## src/rtl/suq_defs.vh

```
`ifndef SUQ_DEFS_VH
`define SUQ_DEFS_VH

// Command bytes
`define SUQ_CMD_STATUS     8'h01
`define SUQ_CMD_FLAGS_CLR  8'h08
`define SUQ_CMD_FLAGS      8'h09
`define SUQ_CMD_NEXT_MSG   8'h93
`define SUQ_CMD_SEND       8'hB0
`define SUQ_CMD_LOAD       8'hC0
`define SUQ_CMD_READBACK   8'hC1

// Filler byte driven when nothing is returned
`define SUQ_FILLER         8'h00

// Load queue geometry
`define SUQ_QDEPTH         32
`define SUQ_QAW            5
`define SUQ_QLAST          8'h1F
`define SUQ_QFULL          9'h020

// Receive buffer geometry
`define SUQ_RXF_WIDTH      9
`define SUQ_RXF_DEPTH      8
`define SUQ_RXF_AW         3

// Receive state register fields
`define SUQ_STAT_EMPTY     0
`define SUQ_STAT_STOP      1
`define SUQ_STAT_TXBUSY    2
`define SUQ_STAT_RESET     8'h01

// Receive event flags register fields
`define SUQ_FLAG_RXERR     0
`define SUQ_FLAG_QOVF      2
`define SUQ_FLAG_RESET     8'h00

`endif

```

## src/rtl/suq_top.v

```verilog
// Behaviour
// - C0h then length byte then that many bytes, at most 32, are stored in the load queue.
// - B0h starts sending the queued message onto the UART chain.
// - 01h returns receive state; host polls bit 1 with a timeout.
// - 93h shifts out the next received message in arrival order.
// - 09h returns receive event flags; zero means no receive errors.
// - Sent broadcast write returns unchanged except for the alive counter.
// - Each chain member increments the alive counter once when enabled.
// - Returned read: echo, member data farthest first, data-check, check, alive.
// - C1h returns the stored length then the stored message bytes.
// - State bit 1 is set while a complete stopped message is buffered.
`timescale 1ns/1ps
`default_nettype none
`include "suq_defs.vh"

////////////////////////////////////////////////////////////////////////////////
module suq_fifo #(
    parameter WIDTH = 9,
    parameter DEPTH = 8,
    parameter AW    = 3
) (
    input  wire             clk,
    input  wire             rstn,
    input  wire             in_valid,
    output reg              in_ready,
    input  wire [WIDTH-1:0] in_data,
    output reg              out_valid,
    input  wire             out_ready,
    output wire [WIDTH-1:0] out_data
);
    reg  [WIDTH-1:0] mem [0:DEPTH-1];
    reg  [AW-1:0]    wr_ptr;
    reg  [AW-1:0]    rd_ptr;
    reg  [AW:0]      count;
    wire             push = in_valid & in_ready;
    wire             pop  = out_valid & out_ready;
    reg  [AW:0]      next_count;

    assign out_data = mem[rd_ptr];

    always @* begin
        next_count = count;
        if (push & ~pop)
            next_count = count + 1'b1;
        else if (pop & ~push)
            next_count = count - 1'b1;
    end

    always @(posedge clk) begin
        if (push)
            mem[wr_ptr] <= in_data;
    end

    always @(posedge clk or negedge rstn) begin
        if (!rstn) begin
            wr_ptr    <= {AW{1'b0}};
            rd_ptr    <= {AW{1'b0}};
            count     <= {(AW+1){1'b0}};
            in_ready  <= 1'b0;
            out_valid <= 1'b0;
        end else begin
            if (push)
                wr_ptr <= wr_ptr + 1'b1;
            if (pop)
                rd_ptr <= rd_ptr + 1'b1;
            count     <= next_count;
            in_ready  <= (next_count != DEPTH[AW:0]);
            out_valid <= (next_count != {(AW+1){1'b0}});
        end
    end
endmodule

////////////////////////////////////////////////////////////////////////////////
module suq_top (
    input  wire       clk,
    input  wire       rstn,
    input  wire       cs_n,
    input  wire       sclk,
    input  wire       mosi,
    output reg        miso,
    output reg        tx_valid,
    input  wire       tx_ready,
    output reg  [7:0] tx_data,
    output reg        tx_last,
    input  wire       rx_valid,
    output wire       rx_ready,
    input  wire [7:0] rx_data,
    input  wire       rx_stop,
    input  wire       rx_err
);
    // SPI framing state
    reg        sclk_q;
    reg  [2:0] bit_cnt;
    reg  [8:0] bcnt;
    reg  [7:0] in_sh;
    reg  [7:0] out_sh;
    reg  [7:0] cmd;
    reg        msg_done;

    // Load queue and transmit state
    reg  [7:0] qmem [0:`SUQ_QDEPTH-1];
    reg  [7:0] q_len;
    reg        tx_busy;
    reg  [7:0] tx_idx;

    // Receive side state
    reg  [3:0] msg_cnt;
    reg  [7:0] flags;

    wire       f_in_ready;
    wire       f_out_valid;
    wire [8:0] f_out_data;

    wire       sclk_rise = ~cs_n & sclk & ~sclk_q;
    wire       sclk_fall = ~cs_n & ~sclk & sclk_q;
    wire [7:0] in_byte   = {in_sh[6:0], mosi};
    wire       byte_done = sclk_rise & (bit_cnt == 3'h7);
    wire [7:0] cur_cmd   = (bcnt == 9'h000) ? in_byte : cmd;
    wire [8:0] rb_idx    = bcnt - 9'h001;
    wire [8:0] wr_idx    = bcnt - 9'h002;

    wire       rx_push   = rx_valid & f_in_ready;
    wire       push_last = rx_push & rx_stop;

    reg  [7:0] next_out;
    reg        pop;
    wire       pop_last  = pop & f_out_data[8];

    wire [7:0] status = {5'h00, tx_busy, (msg_cnt != 4'h0), ~f_out_valid};

    wire [7:0] flag_set;
    assign flag_set = {5'h00,
                       (byte_done & (cmd == `SUQ_CMD_LOAD) & ~tx_busy &
                        (bcnt >= 9'h002) & (wr_idx < {1'b0, q_len}) &
                        (wr_idx >= `SUQ_QFULL)),
                       1'b0,
                       (rx_push & rx_err)};

    assign rx_ready = f_in_ready;

    ////////////////////////////////////////////////////////////////////////////
    // Receive buffer
    suq_fifo #(
        .WIDTH (`SUQ_RXF_WIDTH),
        .DEPTH (`SUQ_RXF_DEPTH),
        .AW    (`SUQ_RXF_AW)
    ) u_rx_fifo (
        .clk       (clk),
        .rstn      (rstn),
        .in_valid  (rx_valid),
        .in_ready  (f_in_ready),
        .in_data   ({rx_stop, rx_data}),
        .out_valid (f_out_valid),
        .out_ready (pop),
        .out_data  (f_out_data)
    );

    ////////////////////////////////////////////////////////////////////////////
    // Byte to return after the one just completed
    always @* begin
        next_out = `SUQ_FILLER;
        pop      = 1'b0;
        case (cur_cmd)
            `SUQ_CMD_STATUS: begin
                next_out = status;
            end
            `SUQ_CMD_FLAGS: begin
                next_out = flags;
            end
            `SUQ_CMD_READBACK: begin
                if (bcnt == 9'h000)
                    next_out = q_len;
                else if ((rb_idx < {1'b0, q_len}) && (rb_idx < `SUQ_QFULL))
                    next_out = qmem[rb_idx[`SUQ_QAW-1:0]];
            end
            `SUQ_CMD_NEXT_MSG: begin
                if (~msg_done & f_out_valid) begin
                    next_out = f_out_data[7:0];
                    pop      = byte_done;
                end
            end
            default: begin
                next_out = `SUQ_FILLER;
            end
        endcase
    end

    ////////////////////////////////////////////////////////////////////////////
    // SPI serial engine
    always @(posedge clk or negedge rstn) begin
        if (!rstn) begin
            sclk_q   <= 1'b0;
            bit_cnt  <= 3'h0;
            bcnt     <= 9'h000;
            in_sh    <= 8'h00;
            out_sh   <= `SUQ_FILLER;
            cmd      <= 8'h00;
            msg_done <= 1'b0;
            miso     <= 1'b0;
        end else begin
            sclk_q <= sclk;
            if (cs_n) begin
                bit_cnt  <= 3'h0;
                bcnt     <= 9'h000;
                out_sh   <= `SUQ_FILLER;
                msg_done <= 1'b0;
                miso     <= 1'b0;
            end else begin
                if (sclk_rise) begin
                    in_sh   <= in_byte;
                    bit_cnt <= bit_cnt + 3'h1;
                end
                if (byte_done) begin
                    if (bcnt == 9'h000)
                        cmd <= in_byte;
                    if (bcnt != 9'h1FF)
                        bcnt <= bcnt + 9'h001;
                    out_sh <= next_out;
                    if (pop_last)
                        msg_done <= 1'b1;
                end else if (sclk_fall) begin
                    miso   <= out_sh[7];
                    out_sh <= {out_sh[6:0], 1'b0};
                end
            end
        end
    end

    ////////////////////////////////////////////////////////////////////////////
    // Load queue storage, refused while a send is running
    always @(posedge clk) begin
        if (byte_done && (cmd == `SUQ_CMD_LOAD) && !tx_busy &&
            (bcnt >= 9'h002) && (wr_idx < {1'b0, q_len}) &&
            (wr_idx < `SUQ_QFULL))
            qmem[wr_idx[`SUQ_QAW-1:0]] <= in_byte;
    end

    ////////////////////////////////////////////////////////////////////////////
    // Queue length and transmit stream
    always @(posedge clk or negedge rstn) begin
        if (!rstn) begin
            q_len    <= 8'h00;
            tx_busy  <= 1'b0;
            tx_idx   <= 8'h00;
            tx_valid <= 1'b0;
            tx_data  <= 8'h00;
            tx_last  <= 1'b0;
        end else begin
            if (byte_done && (cmd == `SUQ_CMD_LOAD) && !tx_busy &&
                (bcnt == 9'h001))
                q_len <= in_byte;
            if (byte_done && (bcnt == 9'h000) &&
                (in_byte == `SUQ_CMD_SEND) && !tx_busy &&
                (q_len != 8'h00)) begin
                tx_busy <= 1'b1;
                tx_idx  <= 8'h00;
            end else if (tx_busy && (!tx_valid || tx_ready)) begin
                if ((tx_idx < q_len) && (tx_idx <= `SUQ_QLAST)) begin
                    tx_valid <= 1'b1;
                    tx_data  <= qmem[tx_idx[`SUQ_QAW-1:0]];
                    tx_last  <= ((tx_idx + 8'h01) == q_len) ||
                                (tx_idx == `SUQ_QLAST);
                    tx_idx   <= tx_idx + 8'h01;
                end else begin
                    tx_valid <= 1'b0;
                    tx_last  <= 1'b0;
                    tx_busy  <= 1'b0;
                end
            end else if (tx_valid && tx_ready) begin
                tx_valid <= 1'b0;
                tx_last  <= 1'b0;
            end
        end
    end

    ////////////////////////////////////////////////////////////////////////////
    // Message count and event flags
    always @(posedge clk or negedge rstn) begin
        if (!rstn) begin
            msg_cnt <= 4'h0;
            flags   <= `SUQ_FLAG_RESET;
        end else begin
            if (push_last & ~pop_last)
                msg_cnt <= msg_cnt + 4'h1;
            else if (pop_last & ~push_last)
                msg_cnt <= msg_cnt - 4'h1;
            // Write-one-to-clear; a new event in the same cycle is kept
            if (byte_done && (cmd == `SUQ_CMD_FLAGS_CLR) && (bcnt == 9'h001))
                flags <= (flags & ~in_byte) | flag_set;
            else
                flags <= flags | flag_set;
        end
    end
endmodule
`default_nettype wire

```

## config.mk

```make
export PLATFORM = sky130hd
export DESIGN_NAME = suq_top
export DESIGN_NICKNAME = d
export VERILOG_FILES = /design/src/rtl/suq_top.v
export VERILOG_INCLUDE_DIRS = /design/src /design/src/rtl
export SDC_FILE = /design/constraint.sdc
export NUM_CORES = 1
export LEC_CHECK = 0
export ABC_AREA = 1
export BUFFER_PORTS_ARGS = -buffer_cell sky130_fd_sc_hd__buf_4
export CAP_MARGIN = 20
export CORE_AREA = 2 2 249 251
export DETAILED_ROUTE_END_ITERATION = 16
export DIE_AREA = 0 0 251 253
export GPL_TIMING_DRIVEN = 0
export RECOVER_POWER = 100
export SYNTH_ARGS = -nofsm -noshare
export SYNTH_HDL_FRONTEND = slang
export SYNTH_SLANG_ARGS = --single-unit
```

## constraint.sdc

```tcl
create_clock -name clk -period 8.6 [get_ports clk]
set_input_delay 1.29 -clock clk [delete_from_list [all_inputs] [get_ports clk]]
set_output_delay 1.29 -clock clk [all_outputs]
set_load 0.01 [all_outputs]
```

==> flow_summary.ini <==
[cts]
clock-sinks = 417
root_buffer = clkbuf_16
ctsResizeCount = 0
hold_buffers = 0
cts_tree = built
cts_buffers = 47
clk_latency_ns = 0.60
path_clk_slew_ns = 0.07
postCtsSetupRepairBufs = 0
htreeDepth = 2
cts_buffer_depth = 3

[run_status]
status = finished with violations
violations = capacitance limit, slew limit

[route]
wl_met3_mm = 8.09
drt-initial-drc-count = 2386
vias = 18700
antenna_left = 0
first_pass_iters = 7
top_layer = met5
totalWireLength_mm = 85.9
route.detailed.drc = 0
met1_length_mm = 34.2
wl_met2_mm = 38.2
via_per_inst = 5.85
routedWlPerCell_um = 26.9

[placed_design]
port_buffers = 27
gp_congestion = 0.997
hpwlAfterDp_mm = 59.7

[power_and_ir_drop]
p_total_mw = 5.05
p_leak_nw = 8.92
ir_worst_vdd_mv = 0.239
powerDensity_mw_per_mm2 = 213

[setup_path]
crit_top_cell = nand2_1
critPathSlowestCell = clkbuf_1
start_kind = register
crit_family = buffers and inverters
critPathBufInv = 7
worstPathCellList = clkbuf_1 -> inv_1 -> clkbuf_1 -> clkbuf_1 -> ha_1 -> nand2_1 -> nor2_1 -> clkbuf_1 -> nand3_1 -> nand2_1 -> nand2_1 -> nor2_8 -> nand3_1 -> inv_1 -> o211ai_1 -> ha_1 -> inv_1 -> ha_1 -> a21o_1 -> a21oi_1 -> nand2_1 -> nand2_1 -> nor2_1 -> xor2_1
endpoint_kind = register
slowest_delay_ns = 0.62
crit_arrival_ns = 6.90
worst-setup-path-type = register to register
path_max_fanout = 11
cp_data_required_time_ns = 9.08

[finish]
drive_gt1_share_pct = 4.96
antenna_cells = 0
area_growth_syn_to_layout_pct = 12.3
final_util_pct = 38.8
largest_register_ff_count = 256
nets = 2425
nFillCells = 6133

[sta]
max_freq_mhz = 156
min_period_over_period_pct = 74.7
fin_skew_ns = 0.0443
worst_hold_slack_ns = 0.471
finalSetupViolCount = 0
rsz0062_at_grt = no
tightest_slew_ns = 3.85
final_max_slew_viol_count = 275
tns_ns = 0
maxSlewHeadroom_pct = -156
hold_violations = 0
min_period_ns = 6.43

[global_route]
grt_max_degree = 70
grt_pass1_wl_mm = 122
overflow = 0
grt.total_usage_pct = 26.6
antenna_found_initial = 2
grt_pass1_vias = 17700

[floorplanning]
die_h_um = 253
die_area_sq_mm = 0.0635
rows = 91
core_sq_mm = 0.0610
initial_core_util_pct = 34.5
ios = 29
die_w_um = 251

[logic_synthesis]
synth_area_sq_mm = 0.0211
yosysWarnings = 0
synth-edff-count = 328
syn-instance-count = 2268
synth_cell_types = 46
async_reset_ff_share_pct = 21.3
synth_top_area_share_pct = 46.7
synth_ff_type = edfxtp_1
synth.avg_cell_area_sq_um = 9.29
yosysSeqAreaShare_pct = 57.3
synthTopCellsByArea = edfxtp_1 (47%), dfrtp_1 (11%), nand2_1 (7.3%)
synth_nets = 2326
yosysTopAreaCell = edfxtp_1
ys_ff_latch = 417

[worst_hold_path]
hp-class = register to register

[job]
drv_cap = 7
-- metal layers --
metal | GRT usage, % | vias to the layer above
li1 | - | 8132
met1 | 35.1 | 9110
met2 | 41.9 | 1161
met3 | 3.97 | 257
met4 | 15.6 | 2
met5 | 0 | -
-- power by group --
group | total (mW) | internal (mW) | leakage [nW] | switching [mW]
clock | 2.03 | 1.17 | 0.736 | 0.855
combinational | 0.610 | 0.150 | 4.09 | 0.460
sequential | 2.41 | 2.32 | 4.10 | 0.0924
-- cells by family after synthesis --
family | after synthesis | share of synthesized area (%)
simple gates | 934 | 19.3
compound gates | 551 | 14.4
flops | 417 | 57.3
fa+ha+maj | 41 | 2.47
xor+xnor | 20 | 0.831
buf+inv | 305 | 5.67
-- cell usage in the layout (no fill, tap or decap), types with 4 or more instances in the layout --
master     count
nor2_1       207
inv_1        163
ha_1          40
xor2_1        15
clkinv_2       5
dfrtp_1       89
inv_2          7
o22ai_1       18
o21ai_0      290
o221ai_1      23
nand2_1      415
clkinv_1      11
edfxtp_1     328
nand4_1       12
buf_1          5
nor4_1         4
nand2_2       12
nand3_1      261
clkbuf_16     51
xnor2_1        5
a21oi_1      154
clkbuf_1     163
nor3_1        11
o211ai_1      44
buf_2         17
o21a_1         6
-- final cells by class --
type,count,area (sq um),area share [%]
clock inverter,21,198,0.835
multi-input combinational,1546,7720,32.6
buffer,131,520,2.20
clock buffer,61,1320,5.59
inverter,174,653,2.76
tap,790,988,4.17
timing repair buffer,50,203,0.856
sequential,417,12100,51.0
-- through the flow --
stage / cell area, sq um / cells / setup WS [ns]
after floorplan: 21100 / 2268 / 4.86
after global placement: 22300 / 3085 / 3.86
after detailed placement: 22600 / 3106 / 3.95
after CTS: 24100 / 3188 / 3.91
after global routing: 23700 / 3190 / 1.81
final: 23700 / 3190 / 2.17
-- final timing paths --
| check | from | end | slack (ns) | cells past startpoint |
|---|---|---|---|---|
| max reg2reg | bcnt[0] | msg_cnt[3] | 2.17 | 24 |
| min in group asynchronous | rstn | tx_idx[6] | 0.89 | 1 |
| max | bcnt[0] | msg_cnt[3] | 2.17 | 24 |
| max in group asynchronous | rstn | bcnt[1] | 3.46 | 2 |
| min reg2reg | msg_cnt[3] | msg_cnt[3] | 0.47 | 1 |
| min | msg_cnt[3] | msg_cnt[3] | 0.47 | 1 |
-- cell usage after synthesis (23+ instances only) --
cell,number
inv_1,161
ha_1,40
nand3_1,258
nand2_1,408
buf_2,23
nor2_1,205
o21ai_0,285
clkbuf_1,100
a21oi_1,154
edfxtp_1,328
dfrtp_1,89
o221ai_1,23
o211ai_1,44
No activity file was read; power rests on OpenSTA's default activity.
